File: src/sfx_pkg.sv
// Constants, types and helpers for the serial flash command block
package sfx_pkg;

  // ==========================================================
  // Timing
  localparam int CLK_NS    = 5;
  localparam int TW_NS     = 1000000; // Status write cycle, plain default
  localparam int TW_CYCLES = (TW_NS + CLK_NS - 1) / CLK_NS;

  // ==========================================================
  // Instruction codes
  localparam logic [7:0] OP_WR_EN = 8'h06, OP_VOL_EN = 8'h50;
  localparam logic [7:0] OP_WR_DIS = 8'h04, OP_WR_STAT = 8'h01;
  localparam logic [7:0] OP_RD_ST_LO = 8'h05, OP_RD_ST_HI = 8'h35;
  localparam logic [7:0] OP_PROG = 8'h02, OP_QPROG = 8'h32;
  localparam logic [7:0] OP_ER_4K = 8'h20, OP_ER_32K = 8'h52;
  localparam logic [7:0] OP_ER_64K = 8'hd8, OP_ER_ALL = 8'hc7;
  localparam logic [7:0] OP_ER_ALL2 = 8'h60, OP_READ = 8'h03;
  localparam logic [7:0] OP_FAST = 8'h0b, OP_FAST_X2 = 8'h3b;
  localparam logic [7:0] OP_FAST_X4 = 8'h6b, OP_IO_X2 = 8'hbb;
  localparam logic [7:0] OP_IO_X4 = 8'heb, OP_WORD_X4 = 8'he7;
  localparam logic [7:0] OP_OCT_X4 = 8'he3, OP_WAKE_CODE = 8'hab;
  localparam logic [7:0] OP_MAKER = 8'h90, OP_MAKER_X2 = 8'h92;
  localparam logic [7:0] OP_MAKER_X4 = 8'h94, OP_STD_IDENT = 8'h9f;
  localparam logic [7:0] OP_SREG_ER = 8'h44, OP_SREG_PG = 8'h42;
  localparam logic [7:0] OP_SREG_RD = 8'h48;

  // ==========================================================
  // Status layout and security register address decode
  localparam logic [15:0] ST_WR_MASK   = 16'h7ffc; // 14..8 and 7..2
  localparam logic [15:0] ST_OTP_MASK  = 16'h3c00; // Lock bits
  localparam logic [15:0] ST_PROT_HI   = 16'h0100;
  localparam logic [15:0] ST_SHORT_CLR = 16'h4300; // Compl, quad, prot hi
  localparam int          ST_QUAD_BIT  = 9;
  localparam logic [23:0] SREG_ZERO    = 24'hffcf00;
  localparam logic [15:0] BITS_SHORT   = 16'h0010;
  localparam logic [15:0] BITS_LONG    = 16'h0018;
  localparam logic [15:0] BITS_OPCODE  = 16'h0008;

  // Identity values are arbitrary
  localparam logic [7:0] MAKER_CODE = 8'h5a;
  localparam logic [7:0] PART_CODE  = 8'h3c;
  localparam logic [7:0] MEM_TYPE   = 8'h41;
  localparam logic [7:0] CAPACITY   = 8'h27;

  // ==========================================================
  // Types
  typedef enum logic [2:0] {K_IGN, K_OUT, K_WREN, K_VWREN, K_WRDI,
                            K_WRSTAT, K_WRITE} sfx_kind_t;
  typedef enum logic [2:0] {S_ST_LO, S_ST_HI, S_PART, S_PAIR, S_STD,
                            S_ARRAY} sfx_src_t;
  typedef enum logic [2:0] {P_IDLE, P_CMD, P_ADDR, P_DUMMY, P_OUT,
                            P_DIN, P_IGN} sfx_phase_t;
  typedef struct packed {
    sfx_kind_t  kind;
    sfx_src_t   src;
    logic [2:0] lin;   // Lanes for address
    logic [2:0] lout;  // Lanes for data out
    logic [5:0] aclk;  // Address plus mode clocks
    logic [3:0] dclk;  // Dummy clocks
    logic       mode;  // Mode byte follows address
    logic       quad;  // Needs quad lane enable
    logic       sreg;  // Security register space
  } sfx_dec_t;
  typedef struct packed {
    logic [3:0] o;
    logic [3:0] oe_n;
  } sfx_pin_t;
  typedef struct packed {
    logic        req;
    logic [7:0]  code;
    logic [23:0] addr;
  } sfx_wr_t;

  // ==========================================================
  // Opcode decode table
  function automatic sfx_dec_t sfx_decode(input logic [7:0] op);
    sfx_dec_t d;
    d = '{K_IGN, S_ARRAY, 3'd1, 3'd1, 6'd0, 4'd0, 1'b0, 1'b0, 1'b0};
    case (op)
      OP_WR_EN:     d.kind = K_WREN;
      OP_VOL_EN:    d.kind = K_VWREN;
      OP_WR_DIS:    d.kind = K_WRDI;
      OP_WR_STAT:   d.kind = K_WRSTAT;
      // Packed image: last three bits are mode, quad and security flags
      OP_RD_ST_LO:  d = {K_OUT, S_ST_LO, 3'd1, 3'd1, 6'd0, 4'd0, 3'b000};
      OP_RD_ST_HI:  d = {K_OUT, S_ST_HI, 3'd1, 3'd1, 6'd0, 4'd0, 3'b000};
      OP_PROG, OP_ER_4K, OP_ER_32K, OP_ER_64K:
        d = {K_WRITE, S_ARRAY, 3'd1, 3'd1, 6'd24, 4'd0, 3'b000};
      OP_QPROG:     d = {K_WRITE, S_ARRAY, 3'd1, 3'd1, 6'd24, 4'd0, 3'b010};
      OP_ER_ALL, OP_ER_ALL2:
        d.kind = K_WRITE;
      OP_SREG_ER, OP_SREG_PG:
        d = {K_WRITE, S_ARRAY, 3'd1, 3'd1, 6'd24, 4'd0, 3'b001};
      OP_SREG_RD:   d = {K_OUT, S_ARRAY, 3'd1, 3'd1, 6'd24, 4'd8, 3'b001};
      OP_READ:      d = {K_OUT, S_ARRAY, 3'd1, 3'd1, 6'd24, 4'd0, 3'b000};
      OP_FAST:      d = {K_OUT, S_ARRAY, 3'd1, 3'd1, 6'd24, 4'd8, 3'b000};
      OP_FAST_X2:   d = {K_OUT, S_ARRAY, 3'd1, 3'd2, 6'd24, 4'd8, 3'b000};
      OP_FAST_X4:   d = {K_OUT, S_ARRAY, 3'd1, 3'd4, 6'd24, 4'd8, 3'b010};
      OP_IO_X2:     d = {K_OUT, S_ARRAY, 3'd2, 3'd2, 6'd16, 4'd0, 3'b100};
      OP_IO_X4:     d = {K_OUT, S_ARRAY, 3'd4, 3'd4, 6'd8, 4'd4, 3'b110};
      OP_WORD_X4:   d = {K_OUT, S_ARRAY, 3'd4, 3'd4, 6'd8, 4'd2, 3'b110};
      OP_OCT_X4:    d = {K_OUT, S_ARRAY, 3'd4, 3'd4, 6'd8, 4'd0, 3'b110};
      OP_WAKE_CODE: d = {K_OUT, S_PART, 3'd1, 3'd1, 6'd24, 4'd0, 3'b000};
      OP_MAKER:     d = {K_OUT, S_PAIR, 3'd1, 3'd1, 6'd24, 4'd0, 3'b000};
      OP_MAKER_X2:  d = {K_OUT, S_PAIR, 3'd2, 3'd2, 6'd16, 4'd0, 3'b100};
      OP_MAKER_X4:  d = {K_OUT, S_PAIR, 3'd4, 3'd4, 6'd8, 4'd4, 3'b110};
      OP_STD_IDENT: d = {K_OUT, S_STD, 3'd1, 3'd1, 6'd0, 4'd0, 3'b000};
      default:      d.kind = K_IGN;
    endcase
    return d;
  endfunction

  // Top bits of a byte onto the lanes: one lane uses IO1, two use
  // IO1 (odd) and IO0 (even), four put the upper nibble on IO3..IO0
  function automatic sfx_pin_t sfx_drive(input logic [7:0] b,
                                         input logic [2:0] lanes);
    sfx_pin_t p;
    case (lanes)
      3'd2:    p = '{{2'b00, b[7:6]}, 4'b1100};
      3'd4:    p = '{b[7:4], 4'b0000};
      default: p = '{{2'b00, b[7], 1'b0}, 4'b1101};
    endcase
    return p;
  endfunction

endpackage

File: src/sfx_cmd.sv
// Serial flash instruction handler with its output byte FIFO
`timescale 1ns/1ps

// ============================================================
// Byte FIFO between reply generator and lane shifter
module sfx_fifo #(
  parameter int WIDTH = 8,
  parameter int DEPTH = 8
) (
  // Clock and reset
  input  wire logic             clk,
  input  wire logic             rst,
  input  wire logic             flush,
  // Filling side
  input  wire logic             in_valid,
  output logic                  in_ready,
  input  wire logic [WIDTH-1:0] in_data,
  // Draining side
  output logic                  out_valid,
  input  wire logic             out_ready,
  output logic [WIDTH-1:0]      out_data
);
  localparam int AW = $clog2(DEPTH);

  typedef struct packed {
    logic [DEPTH-1:0][WIDTH-1:0] mem;
    logic [AW:0]                 wp;
    logic [AW:0]                 rp;
  } sfx_fifo_st_t;

  sfx_fifo_st_t s;
  sfx_fifo_st_t next_s;

  // Full when pointers differ only in the wrap bit
  assign in_ready  = !((s.wp[AW] != s.rp[AW]) &&
                       (s.wp[AW-1:0] == s.rp[AW-1:0]));
  assign out_valid = s.wp != s.rp;
  assign out_data  = s.mem[s.rp[AW-1:0]];

  // Next state
  always_comb
  begin
    next_s = s;
    if (in_valid && in_ready)
    begin
      next_s.mem[s.wp[AW-1:0]] = in_data;
      next_s.wp = s.wp + 1'b1;
    end
    if (out_valid && out_ready)
      next_s.rp = s.rp + 1'b1;
    if (flush)
    begin
      next_s.wp = '0;
      next_s.rp = '0;
    end
  end

  // State register
  always_ff @(posedge clk)
  begin
    if (rst)
      s <= '0;
    else
      s <= next_s;
  end
endmodule

// ============================================================
// Instruction handler
// Function
// - Dual data out: odd bits on lane one, even on zero, 7/6 first.
// - Dual address in: two bits per clock, odd on lane one, A23 first.
// - Quad data out: upper nibble first, lane three holds bits 7 and 3.
// - Quad address in: four bits per clock, top nibble first.
// - Quad I/O fast read: four don't-care clocks before data.
// - Wake instruction: three dummy bytes, then part code repeated.
// - Standard identity: maker, memory type, capacity bytes in order.
// - Dual/quad maker reads: lanes for address, maker/part alternate.
// - Security space: address bits 15..8 of 00/10/20/30 pick register.
// - Write enable instruction sets the write enable latch.
// - Program, erase and security writes need the latch set; status writes need it or volatile arming.
// - Volatile enable leaves latch clear, arms next status write only.
// - Write disable clears latch and cancels volatile arming.
// - Latch clears at reset and when an array write or timed status write completes.
// - Status read shifts selected byte MSB first, repeats until end.
// - Status reads are accepted even while busy.
// - Status write changes only bits 7..2 and 14..8.
// - Lock bits never return from one to zero.
// - Volatile write cannot clear high protect or lock bits.
// - While busy, every instruction but status read is ignored.
// - Status write needs 8 or 16 data bits; 8 clears three bits.
module sfx_cmd_top #(
  parameter int TW_CYCLES = sfx_pkg::TW_CYCLES
) (
  // Clock and reset
  input  wire logic              MCLK,
  input  wire logic              SYS_RST,
  // Serial pins
  input  wire logic              SPI_CS_N,
  input  wire logic              SPI_SCK,
  input  wire logic [3:0]        SPI_IO_IN,
  output sfx_pkg::sfx_pin_t      SPI_IO,
  // Array read port
  output logic [23:0]            ARRAY_ADDR,
  output logic                   ARRAY_SREG,
  output logic                   ARRAY_RD,
  input  wire logic [7:0]        ARRAY_RDATA,
  // Array write operations
  output sfx_pkg::sfx_wr_t       WR_CMD,
  input  wire logic              ARRAY_BUSY,
  input  wire logic              ARRAY_DONE,
  // Stored status copy
  input  wire logic [15:0]       NV_STATUS,
  output logic                   NV_WE,
  output logic [15:0]            NV_WDATA
);
  typedef struct packed {
    logic [2:0]          cs_sy;
    logic [2:0]          sck_sy;
    logic [3:0]          io_m;
    logic [3:0]          io_q;
    sfx_pkg::sfx_phase_t ph;
    sfx_pkg::sfx_dec_t   dec;
    logic [7:0]          op;
    logic [31:0]         sh;
    logic [5:0]          cnt;
    logic [15:0]         nbits;
    logic [23:0]         addr;
    logic                sreg_ok;
    logic                gen;
    logic [1:0]          gidx;
    logic [7:0]          obyte;
    logic [2:0]          ocnt;
    sfx_pkg::sfx_pin_t   pin;
    logic                write_enable_latch;
    logic                vol_armed;
    logic                st_busy;
    logic [23:0]         twc;
    logic [15:0]         wk;
    logic [15:0]         pend;
    logic                nv_we;
    sfx_pkg::sfx_wr_t    wr;
  } sfx_core_t;

  localparam logic [23:0] TW_LOAD = 24'(TW_CYCLES);
  localparam sfx_pkg::sfx_pin_t PIN_OFF = '{4'h0, 4'hf};

  sfx_core_t s;
  sfx_core_t next_s;

  logic       cs_fall;
  logic       cs_rise;
  logic       sck_rise;
  logic       sck_fall;
  logic       busy;
  logic       quad_lane_enable;
  logic [7:0] st_lo;
  logic [7:0] st_hi;
  logic       f_in_valid;
  logic       f_in_ready;
  logic [7:0] f_in_data;
  logic       f_out_valid;
  logic       f_out_ready;
  logic [7:0] f_out_data;
  logic       f_flush;
  logic [15:0] st_new;

  // Edges seen past the second synchroniser stage only
  assign cs_fall  = !s.cs_sy[1] && s.cs_sy[2];
  assign cs_rise  = s.cs_sy[1] && !s.cs_sy[2];
  assign sck_rise = s.sck_sy[1] && !s.sck_sy[2] && !s.cs_sy[1];
  assign sck_fall = !s.sck_sy[1] && s.sck_sy[2] && !s.cs_sy[1];
  assign f_flush  = cs_fall || cs_rise;

  // Live status bytes
  assign busy             = s.st_busy || ARRAY_BUSY;
  assign quad_lane_enable = s.wk[sfx_pkg::ST_QUAD_BIT];
  assign st_lo            = {s.wk[7:2], s.write_enable_latch, busy};
  assign st_hi            = s.wk[15:8];

  // Reply generator feeds the FIFO while the data phase lasts
  assign f_in_valid = s.gen && (s.ph == sfx_pkg::P_OUT);
  always_comb
  begin
    case (s.dec.src)
      sfx_pkg::S_ST_LO: f_in_data = st_lo;
      sfx_pkg::S_ST_HI: f_in_data = st_hi;
      sfx_pkg::S_PART:  f_in_data = sfx_pkg::PART_CODE;
      sfx_pkg::S_PAIR:
        f_in_data = s.gidx[0] ? sfx_pkg::PART_CODE : sfx_pkg::MAKER_CODE;
      sfx_pkg::S_STD:
        f_in_data = (s.gidx == 2'd0) ? sfx_pkg::MAKER_CODE :
                    (s.gidx == 2'd1) ? sfx_pkg::MEM_TYPE : sfx_pkg::CAPACITY;
      default:          f_in_data = ARRAY_RDATA;
    endcase
  end

  // Shifter takes a byte only at a byte boundary on a falling edge
  assign f_out_ready = sck_fall && (s.ph == sfx_pkg::P_OUT) &&
                       (s.ocnt == 3'd0);

  // Status write image: only writable bits move, lock bits only set
  always_comb
  begin
    logic [15:0] d;
    d = (s.nbits == sfx_pkg::BITS_LONG) ? {s.sh[7:0], s.sh[15:8]} :
        {s.wk[15:8] & ~sfx_pkg::ST_SHORT_CLR[15:8], s.sh[7:0]};
    st_new = (s.wk & ~sfx_pkg::ST_WR_MASK) |
             (d & sfx_pkg::ST_WR_MASK);
    st_new = st_new | (s.wk & sfx_pkg::ST_OTP_MASK);
    if (s.vol_armed)
      st_new = st_new | (s.wk & sfx_pkg::ST_PROT_HI);
  end

  sfx_fifo #(
    .WIDTH (8),
    .DEPTH (8)
  ) u_fifo (
    .clk       (MCLK),
    .rst       (SYS_RST),
    .flush     (f_flush),
    .in_valid  (f_in_valid),
    .in_ready  (f_in_ready),
    .in_data   (f_in_data),
    .out_valid (f_out_valid),
    .out_ready (f_out_ready),
    .out_data  (f_out_data)
  );

  // Next state of the whole handler
  always_comb
  begin
    sfx_pkg::sfx_dec_t dd;
    logic [31:0]       nsh;
    logic [23:0]       na;
    dd = sfx_pkg::sfx_decode(8'h00);
    nsh = s.sh;
    na = '0;
    next_s = s;
    next_s.cs_sy  = {s.cs_sy[1:0], SPI_CS_N};
    next_s.sck_sy = {s.sck_sy[1:0], SPI_SCK};
    next_s.io_m   = SPI_IO_IN;
    next_s.io_q   = s.io_m;
    next_s.nv_we  = 1'b0;
    next_s.wr.req = 1'b0;

    // Generator advances on each accepted byte
    if (f_in_valid && f_in_ready)
    begin
      next_s.gidx = s.gidx + 2'd1;
      if (s.dec.src == sfx_pkg::S_ARRAY)
        next_s.addr = s.addr + 24'd1;
      if (s.dec.src == sfx_pkg::S_STD && s.gidx == 2'd2)
        next_s.gen = 1'b0;
    end

    // Self-timed status write; the latch drops when it ends
    if (s.st_busy)
    begin
      next_s.twc = s.twc - 24'd1;
      if (s.twc <= 24'd1)
      begin
        next_s.st_busy = 1'b0;
        next_s.wk = s.pend;
        next_s.nv_we = 1'b1;
        next_s.write_enable_latch = 1'b0;
      end
    end
    if (ARRAY_DONE)
      next_s.write_enable_latch = 1'b0;

    // Serial clock rising edge: sample lanes
    if (sck_rise && s.ph != sfx_pkg::P_IDLE)
    begin
      next_s.nbits = s.nbits + 16'd1;
      next_s.cnt = s.cnt + 6'd1;
      case (s.dec.lin)
        3'd2:    nsh = {s.sh[29:0], s.io_q[1:0]};
        3'd4:    nsh = {s.sh[27:0], s.io_q};
        default: nsh = {s.sh[30:0], s.io_q[0]};
      endcase
      if (s.ph == sfx_pkg::P_CMD || s.ph == sfx_pkg::P_DIN)
        nsh = {s.sh[30:0], s.io_q[0]};
      na = s.dec.mode ? nsh[31:8] : nsh[23:0];
      case (s.ph)
        sfx_pkg::P_CMD:
        begin
          next_s.sh = nsh;
          if (s.cnt == 6'd7)
          begin
            dd = sfx_pkg::sfx_decode(nsh[7:0]);
            next_s.op = nsh[7:0];
            next_s.cnt = '0;
            next_s.dec = dd;
            if ((busy && nsh[7:0] != sfx_pkg::OP_RD_ST_LO &&
                 nsh[7:0] != sfx_pkg::OP_RD_ST_HI) ||
                (dd.quad && !quad_lane_enable))
              next_s.ph = sfx_pkg::P_IGN;
            else if (dd.aclk != 6'd0)
              next_s.ph = sfx_pkg::P_ADDR;
            else if (dd.kind == sfx_pkg::K_OUT)
            begin
              next_s.ph = sfx_pkg::P_OUT;
              next_s.gen = 1'b1;
            end
            else
              next_s.ph = sfx_pkg::P_DIN;
          end
        end
        sfx_pkg::P_ADDR:
        begin
          next_s.sh = nsh;
          if (s.cnt == s.dec.aclk - 6'd1)
          begin
            next_s.addr = na;
            next_s.cnt = '0;
            next_s.sreg_ok = (na & sfx_pkg::SREG_ZERO) == 24'h000000;
            if (s.dec.kind != sfx_pkg::K_OUT)
              next_s.ph = sfx_pkg::P_DIN;
            else if (s.dec.sreg &&
                     (na & sfx_pkg::SREG_ZERO) != 24'h000000)
              next_s.ph = sfx_pkg::P_IGN;
            else if (s.dec.dclk != 4'd0)
              next_s.ph = sfx_pkg::P_DUMMY;
            else
            begin
              next_s.ph = sfx_pkg::P_OUT;
              next_s.gen = 1'b1;
            end
          end
        end
        sfx_pkg::P_DUMMY:
        begin
          // Lanes stay released through the don't-care clocks
          if (s.cnt == {2'b00, s.dec.dclk} - 6'd1)
          begin
            next_s.ph = sfx_pkg::P_OUT;
            next_s.gen = 1'b1;
          end
        end
        sfx_pkg::P_DIN:
          next_s.sh = nsh;
        default:
          next_s.sh = s.sh;
      endcase
    end

    // Serial clock falling edge: drive the next lane group
    if (sck_fall && s.ph == sfx_pkg::P_OUT)
    begin
      if (s.ocnt == 3'd0)
      begin
        if (f_out_valid)
        begin
          next_s.pin = sfx_pkg::sfx_drive(f_out_data, s.dec.lout);
          next_s.obyte = f_out_data << s.dec.lout;
          next_s.ocnt = 3'd7 >> s.dec.lout[2:1];
        end
        else
          next_s.pin = PIN_OFF;
      end
      else
      begin
        next_s.pin = sfx_pkg::sfx_drive(s.obyte, s.dec.lout);
        next_s.obyte = s.obyte << s.dec.lout;
        next_s.ocnt = s.ocnt - 3'd1;
      end
    end

    // Chip select rises: execute framed instructions
    if (cs_rise)
    begin
      next_s.ph = sfx_pkg::P_IDLE;
      next_s.pin = PIN_OFF;
      next_s.gen = 1'b0;
      case (s.ph == sfx_pkg::P_IGN ? sfx_pkg::K_IGN : s.dec.kind)
        sfx_pkg::K_WREN:
          if (s.nbits == sfx_pkg::BITS_OPCODE)
            next_s.write_enable_latch = 1'b1;
        sfx_pkg::K_VWREN:
          if (s.nbits == sfx_pkg::BITS_OPCODE)
            next_s.vol_armed = 1'b1;
        sfx_pkg::K_WRDI:
          if (s.nbits == sfx_pkg::BITS_OPCODE)
          begin
            next_s.write_enable_latch = 1'b0;
            next_s.vol_armed = 1'b0;
          end
        sfx_pkg::K_WRSTAT:
          if (s.nbits == sfx_pkg::BITS_SHORT ||
              s.nbits == sfx_pkg::BITS_LONG)
          begin
            next_s.vol_armed = 1'b0;
            if (s.vol_armed)
              next_s.wk = st_new;
            else if (s.write_enable_latch)
            begin
              next_s.pend = st_new;
              next_s.st_busy = 1'b1;
              next_s.twc = TW_LOAD;
            end
          end
        sfx_pkg::K_WRITE:
          if (s.write_enable_latch && s.nbits[2:0] == 3'd0 &&
              s.ph == sfx_pkg::P_DIN && (!s.dec.sreg || s.sreg_ok))
            next_s.wr = '{1'b1, s.op, s.addr};
        default:
          next_s.wr.req = 1'b0;
      endcase
    end

    // Chip select falls: start a new frame
    if (cs_fall)
    begin
      next_s.ph = sfx_pkg::P_CMD;
      next_s.cnt = '0;
      next_s.nbits = '0;
      next_s.sh = '0;
      next_s.gen = 1'b0;
      next_s.gidx = '0;
      next_s.ocnt = '0;
      next_s.pin = PIN_OFF;
      next_s.dec = sfx_pkg::sfx_decode(8'h00);
    end
  end

  // State register; working status reloads from the stored copy
  always_ff @(posedge MCLK)
  begin
    if (SYS_RST)
    begin
      s <= '0;
      s.cs_sy <= 3'b111;
      s.pin <= PIN_OFF;
      s.wk <= NV_STATUS & sfx_pkg::ST_WR_MASK;
    end
    else
      s <= next_s;
  end

  // Outputs
  assign SPI_IO     = s.pin;
  assign ARRAY_ADDR = s.addr;
  assign ARRAY_SREG = s.dec.sreg;
  assign ARRAY_RD   = f_in_valid && f_in_ready &&
                      (s.dec.src == sfx_pkg::S_ARRAY);
  assign WR_CMD     = s.wr;
  assign NV_WE      = s.nv_we;
  assign NV_WDATA   = s.wk;
endmodule

File: config.mk
export PLATFORM = sky130hd
export DESIGN_NAME = sfx_cmd_top
export DESIGN_NICKNAME = d
export VERILOG_FILES = /design/src/sfx_pkg.sv /design/src/sfx_cmd.sv
export SDC_FILE = /design/constraint.sdc
export NUM_CORES = 1
export LEC_CHECK = 0
export BUFFER_PORTS_ARGS = -buffer_cell sky130_fd_sc_hd__buf_4
export CAP_MARGIN = 5
export CORE_MARGIN = 2
export CORE_UTILIZATION = 60
export DETAILED_ROUTE_END_ITERATION = 7
export GPL_ROUTABILITY_DRIVEN = 0
export GPL_TIMING_DRIVEN = 0
export PLACE_DENSITY_LB_ADDON = 0.08
export SETUP_SLACK_MARGIN = 0.2
export SLEW_MARGIN = 10
export SYNTH_ARGS = -nofsm -noshare
export SYNTH_HDL_FRONTEND = slang
export SYNTH_SLANG_ARGS = --single-unit
File: constraint.sdc
create_clock -name MCLK -period 3.1 [get_ports MCLK]
set_input_delay 0.62 -clock MCLK [delete_from_list [all_inputs] [get_ports MCLK]]
set_output_delay 0.62 -clock MCLK [all_outputs]
set_load 0.01 [all_outputs]
# ---- Yosys cells after proc, flatten, opt, wreduce, memory -nomap -nowiden
# Cells that the tools add are included.
dict set report op_classes {
  n_addsub 10
  n_mul 0
  div_mod_pow 0
  n_lt_le_gt_ge 4
  eq_ne 74
  shifts 3
  muxes 88
  bitwise 7
  n_reduce_logical 72
}
# op n
set op_table {}
lappend op_table {{one-hot mux 22 bit (18 select lines)} 1}
lappend op_table {{two-way mux 32 bit} 4}
lappend op_table {{two-way mux 114 bit} 1}
lappend op_table {{two-way mux 33 bit} 3}
lappend op_table {{== test 8 bit (second input constant)} 11}
lappend op_table {{two-way mux 16 bit} 5}
lappend op_table {{two-way mux 25 bit} 3}
lappend op_table {{two-way mux 24 bit} 3}
lappend op_table {{two-way mux 22 bit} 3}
lappend op_table {{two-way mux 65 bit} 1}
lappend op_table {{bitwise mux 64 bit} 1}
lappend op_table {{one-hot mux 32 bit (2 select lines)} 1}
lappend op_table {{two-way mux 59 bit} 1}
lappend op_table {{two-way mux 58 bit} 1}
lappend op_table {{two-way mux 57 bit} 1}
lappend op_table {{== test 8 x 7 -> 1 bit (second input constant)} 7}
lappend op_table {{two-way mux 26 bit} 2}
lappend op_table {{two-way mux 41 bit} 1}
lappend op_table {{one-hot mux 8 bit (5 select lines)} 1}
lappend op_table {{two-way mux 3 bit} 12}
lappend op_table {{two-way mux 36 bit} 1}
lappend op_table {{== test 16 x 5 -> 1 bit (second input constant)} 2}
lappend op_table {{== test 8 x 6 -> 1 bit (second input constant)} 4}
lappend op_table {{one-hot mux 8 bit (2 select lines)} 2}
lappend op_table {{75 further kinds} 186}
dict set report word_totals {
  register_bits 316
  latchBits 0
  ramBits 0
  romBits 0
  input_bits 34
  out_inout_bits 84
  memories 0
}

# ---- Longest topological paths before layout
dict set report logic_depth {
  ltp_word 20
  depth_mapped 12
  depth_no_buf 10
}

# ---- Modules after synthesis
# Synthesis repeated with hierarchy kept, for this count alone.
dict set report unflattened {
  cells_unflattened 2107
  hier_area_um2 17416.7
}
# mod instances cells_per_inst area_each_um2
set by_module_without_submodules {}
lappend by_module_without_submodules {sfx_cmd_top 1 1789 13899.6}
lappend by_module_without_submodules {sfx_fifo 1 318 3517.1}

# ---- Least setup slack after synthesis
# OpenSTA, ideal clock, no wires.
dict set report synth_path {
  path_kind {register -> register}
  startpoint {reg s[219] (netlist name)}
  endpoint {reg s[229] (netlist name)}
  setup_ps 129
  t_arrival_ps 2403
  t_required_ps 2971
  slack_ps 568
  path_stages_with_launch 11
  period_less_slack_ps 2532
  cell_sequence {dfxtp_1 > buf_4 > or2_2 > nand3_1 > clkbuf_1 > a221oi_1 > a311oi_2 > nand4_2 > o41ai_2 > a211o_1 > a31oi_1}
}
dict set report synth_between {
  elab_chain_cells 15
  word_cells_on_any_way 51
}
# element line
set synth_lines {}
lappend synth_lines {{start: declaration} sfx_cmd.sv:148} ;# sfx_core_t s;
lappend synth_lines {{start signal: assignment} sfx_cmd.sv:438} ;# s <= next_s;
lappend synth_lines {{== test 3 bit or == test 3 x 2 -> 1 bit (tied branches)} sfx_cmd.sv:277} ;# case (s.dec.lin)
lappend synth_lines {{one-hot mux 32 bit (2 select lines) (*)} sfx_cmd.sv:277}
lappend synth_lines {{two-way mux 32 bit (*)} sfx_cmd.sv:282} ;# if (s.ph == sfx_pkg::P_CMD || s.ph == sfx_pkg::P_DIN)
lappend synth_lines {{two-way mux 32 bit (*)} sfx_cmd.sv:273} ;# if (sck_rise && s.ph != sfx_pkg::P_IDLE)
lappend synth_lines {{== test 8 x 2 -> 1 bit, or another cell as far along} sfx_pkg.sv:80} ;# case (op)
lappend synth_lines {{OR reduction 5 bit (no line) or OR reduction 2 bit (tied branches)} n/a}
lappend synth_lines {{one-hot mux 22 bit (18 select lines)} sfx_pkg.sv:80}
lappend synth_lines {{two-way mux 22 bit} sfx_cmd.sv:289} ;# if (s.cnt == 6'd7)
lappend synth_lines {{two-way mux 22 bit} sfx_cmd.sv:285} ;# case (s.ph)
lappend synth_lines {{two-way mux 22 bit} sfx_cmd.sv:273}
lappend synth_lines {{nonzero test 6 bit or logical AND 1 bit (tied branches)} {sfx_cmd.sv:299, sfx_cmd.sv:297}}
lappend synth_lines {{two-way mux 3 bit or logical OR 1 bit (tied branches)} {sfx_cmd.sv:299, sfx_cmd.sv:296}}
lappend synth_lines {{two-way mux 3 bit} sfx_cmd.sv:295} ;# if ((busy && nsh[7:0] != sfx_pkg::OP_RD_ST_LO &&
lappend synth_lines {{two-way mux 36 bit} sfx_cmd.sv:289}
lappend synth_lines {{one-hot mux 3 bit (3 select lines) (*)} sfx_cmd.sv:285}
# Every way passes the cells marked *; elsewhere a longest branch is shown, timed or not. The select of a mux whose other input is x is not followed.
# A chain may end at the register's enable or synchronous reset.

# ---- Final worst setup path
dict set report layout_path {
  startpoint {reg s[218] (netlist name)}
  endpoint {reg s[215] (netlist name)}
}
dict set report layout_between {
  elab_chain_cells 14
  word_cells_on_any_way 38
}
# element line
set layout_lines {}
lappend layout_lines {{== test 3 bit or == test 3 x 2 -> 1 bit (tied branches)} sfx_cmd.sv:277}
lappend layout_lines {{one-hot mux 32 bit (2 select lines) (*)} sfx_cmd.sv:277}
lappend layout_lines {{two-way mux 32 bit (*)} sfx_cmd.sv:282}
lappend layout_lines {{two-way mux 32 bit (*)} sfx_cmd.sv:273}
lappend layout_lines {{== test 8 x 2 -> 1 bit, or another cell as far along} sfx_pkg.sv:80}
lappend layout_lines {{OR reduction 5 bit (no line) or OR reduction 2 bit (tied branches)} n/a}
lappend layout_lines {{one-hot mux 22 bit (18 select lines) (*)} sfx_pkg.sv:80}
lappend layout_lines {{two-way mux 22 bit (*)} sfx_cmd.sv:289}
lappend layout_lines {{two-way mux 22 bit (*)} sfx_cmd.sv:285}
lappend layout_lines {{two-way mux 22 bit (*)} sfx_cmd.sv:273}
lappend layout_lines {{two-way mux 36 bit (*)} sfx_cmd.sv:289}
lappend layout_lines {{two-way mux 33 bit (*)} sfx_cmd.sv:285}
lappend layout_lines {{two-way mux 114 bit (*)} sfx_cmd.sv:273}
lappend layout_lines {{two-way mux 26 bit (*)} sfx_cmd.sv:413} ;# if (cs_fall)
# Marked as above.

==> metrics.md <==
| Metric | Value |
|---|---|
| Status | `finished with violations` |
| Failing checks | `design-rule violations` |
| Startpoint types | `flip-flop` |
| WHS | `roughly 270 ps` |
| Path category of the worst min-delay check | `input port to flip-flop` |
| Root Driver | `clkbuf_16` |
| Vias post-DR | `approximately 16000` |
| Final Hold Viols | `0` |
| Area Overhead vs Synth | `20.8%` |
| Peak VDD IR | `0.770 mV` |
| Clock buffer depth | `3` |
| Largest cells by area after synthesis | `dfxtp_1, nand2_1, nor2_1, a21oi_1, mux2i_1` |
| Vias in the first global route | `15189` |
| Max Clk Rate | `approximately 350 MHz` |
| I/O pin cnt | `between 100 and 150` |
| Remaining global-route overflow | `0` |
| RSZ-0062 raised after global routing | `true` |
| Yosys reg bits | `between 300 and 400` |
| CTS tree | `yes` |
| Clk_lat worst skew | `between 500 and 600 ps` |
| Post-synth EDFFs | `0` |
| CTS Hold Bufs | `0` |
| Max-slew violations | `0` |
| Largest net degree at the start of global routing | `14` |
| DRC violations left | `4` |
| Async SR Flop Fraction | `0` |
| Initial Util | `0.608` |
| Sequential share of the synthesized area | `0.366` |
| PortBufs | `between 100 and 150` |
| Critical path data arrival time | `3280 ps` |
| Synthesized cell area | `between 0.015 and 0.02 mm^2` |
| NumNets Final | `~2300` |
| Vias per cell | `6.19` |
| Top_reg_cell synth | `dfxtp_1` |
| Initial antenna violation count | `0` |
| Reg2Reg Setup Slack | `around 200 ps` |
| Synth area leader | `dfxtp_1` |
| Cell Rows | `a little over 60` |
| Syn Nets | `~2100` |
| Pwr Density | `approximately 440 mW/mm^2` |
| Crit Path Max Fanout | `10` |
| Layout cells sized above 1 | `0.212` |
| Synth Warn # | `0` |
| Die H | `between 150 and 200 um` |
| H-tree depth | `2` |
| Synth unique cells | `between 90 and 100` |
| Final period utilization | `0.935` |
| Setup CP Type | `flip-flop to flip-flop` |
| Crit path required time | `~3500 ps` |
| Die Area | `0.0294 mm^2` |
| Slew HR | `0.289` |
| Post-detail-place hpwl | `between 30 and 40 mm` |
| Final setup violation count | `0` |
| DR iter-0 viols | `2113` |
| Routed wire length | `~53 mm` |
| Num CTS Buffers | `36` |
| # clock sinks | `308` |
| Sequential standard cell area | `between 0.006 and 0.007 mm^2` |
| First-pass GRT wire length | `between 80 and 90 mm` |
| Antenna Cells | `0` |
| Total power | `approximately 9.0 mW` |
| Final ANT Viol Nets | `0` |
| Number of fill cells | `2162` |
| Final min period | `approximately 2900 ps` |
| Max_cap viols | `0` |
| Average cell area after synthesis | `roughly 8 um^2` |
| GRT Util Overall | `0.347` |
| Clock transition at the registers of the reported paths | `~60 ps` |
| DR pass1 iterations | `8` |
| Static leakage | `7.51 nW` |
| Cells after Synth | `between 2000 and 2500` |
| Slew @ Worst Pin | `1060 ps` |
| Critical Path End Type | `flip-flop` |
| Final Skew | `roughly 30 ps` |
| Multi-input logic area | `between 0.009 and 0.01 mm^2` |
| Core box area | `between 0.02 and 0.03 mm^2` |
| Wire per inst | `about 20 um` |
| Chip width | `between 150 and 200 um` |
| Yosys top cell area share | `0.366` |
[layout make-up]
class | instances | share of cell area
Inverter | 46 | 0.00867
Tap cell | 378 | 0.0232
Clock buffer | 52 | 0.0533
Sequential cell | 308 | 0.303
Multi-Input combinational cell | 1492 | 0.483
Buffer | 227 | 0.0657
Clock inverter | 13 | 0.0104
Timing Repair Buffer | 143 | 0.0528
[cells by family after synthesis]
| kind of cell | share of synthesized area |
|---|---|
| AND/OR/NAND/NOR | 0.227 |
| multiplexers | 0.0771 |
| XOR/XNOR | 0.0435 |
| adder cells (fa/ha/maj) | 0.0134 |
| flip-flops | 0.366 |
| buffers and inverters | 0.0842 |
| AO/OA/AOI/OAI | 0.189 |
[layer usage]
| layer | GRT usage | share of wire | vias to the layer above |
|---|---|---|---|
| li1 | - | - | 7654 |
| met1 | 0.459 | 0.41 | 7581 |
| met4 | 0.153 | 0.047 | 0 |
| met3 | 0.0987 | 0.11 | 237 |
| met5 | 0 | 0 | - |
| met2 | 0.530 | 0.43 | 979 |
[through the flow]
step / setup TNS (ps) / instance area (um^2) / util / cells / worst slack [ps]
floorplan: 0 / 16800 / - / 2074 / 568
global placement: -801 / 18200 / 0.656 / 2566 / -249
detailed placement: -2130 / 18200 / 0.656 / 2566 / -227
CTS: 0 / 19700 / 0.713 / 2634 / 65.2
global route: 0 / 20300 / 0.734 / 2659 / 98.0
finish: 0 / 20300 / 0.734 / 2659 / 202
[synth_stat cells, types with 9 or more instances]
master,instances
xor2_1,35
buf_4,87
a22oi_1,13
and3_1,14
mux4_2,17
a31oi_1,12
xnor2_1,45
mux2i_1,69
nor4_1,26
o32ai_1,17
inv_1,45
a221oi_1,12
and2_1,9
clkbuf_1,111
or3_1,14
nand2b_1,14
ha_1,18
mux2_2,20
o21ai_0,69
buf_1,9
nor2_1,264
nand2_1,271
nand4_1,24
buf_2,15
nand3b_1,12
nor3_1,40
nand3_1,41
or2_2,9
a211oi_1,69
dfxtp_1,308
nor2b_1,30
o31ai_1,12
o22ai_1,27
a21oi_1,142
[report_power, final]
part           leakage, nW  total, mW  internal [mW]  switching (mW)
combinational         4.39      0.435          0.153           0.282
sequential            2.49       4.02           3.98          0.0311
clock                0.635       4.57           2.86            1.71
total                 7.51       9.02           6.99            2.02
[worst max-delay path: stages, from the launching register on]
cell	delay [ps]
dfxtp_1	400
buf_2	260
clkbuf_2	310
o31ai_2	370
nand3_1	190
a2111oi_4	490
a31oi_2	120
and4_4	280
and4b_1	280
nor3_2	50
[what timing repair did]
item	CTS	global route
setup endpoints to repair	95	141
setup buffers	3	25
pin swaps	3	20
cloned	0	1
resized for setup	61	104
[registers in the layout, indices dropped and copies added (netlist names)]
name,flops
next_s,8
u_fifo.s,72
WR_CMD,33
SPI_IO,7
s,146
NV_WDATA,16
ARRAY_ADDR,24
ARRAY_SREG,1
NV_WE,1
[path summary, 6_finish.rpt]
| kind | from | depth (start not counted) | endpoint |
|---|---|---|---|
| setup reg to reg | s[218]$_SDFFE_PP0P_ | 9 | s[215]$_SDFFE_PP0P_ |
| setup / recovery | s[218]$_SDFFE_PP0P_ | 9 | s[215]$_SDFFE_PP0P_ |
| hold / removal | SPI_CS_N | 2 | next_s[242]$_SDFF_PP1_ |
| hold reg to reg | next_s[242]$_SDFF_PP1_ | 1 | next_s[243]$_SDFF_PP1_ |
[placed cells by master (no fill, tap or decap), drive strengths merged, types with 13 or more instances in the layout]
cell type / synthesis / routed
dfxtp: 308 / 308
nand2: 271 / 271
nor2: 264 / 264
buf: 117 / 261
clkbuf: 111 / 161
a21oi: 143 / 143
o21ai: 74 / 74
a211oi: 70 / 70
mux2i: 69 / 69
inv: 45 / 46
xnor2: 46 / 46
nor3: 45 / 45
nand3: 42 / 42
xor2: 36 / 36
nor2b: 30 / 30
nor4: 28 / 28
o22ai: 27 / 27
nand4: 25 / 25
mux2: 20 / 20
ha: 18 / 18
o32ai: 18 / 18
mux4: 17 / 17
or3: 14 / 14
nand2b: 14 / 14
and3: 14 / 14
a22oi: 13 / 13
a221oi: 13 / 13
o31ai: 13 / 13
Note: power is estimated with default switching activity, not from simulation.
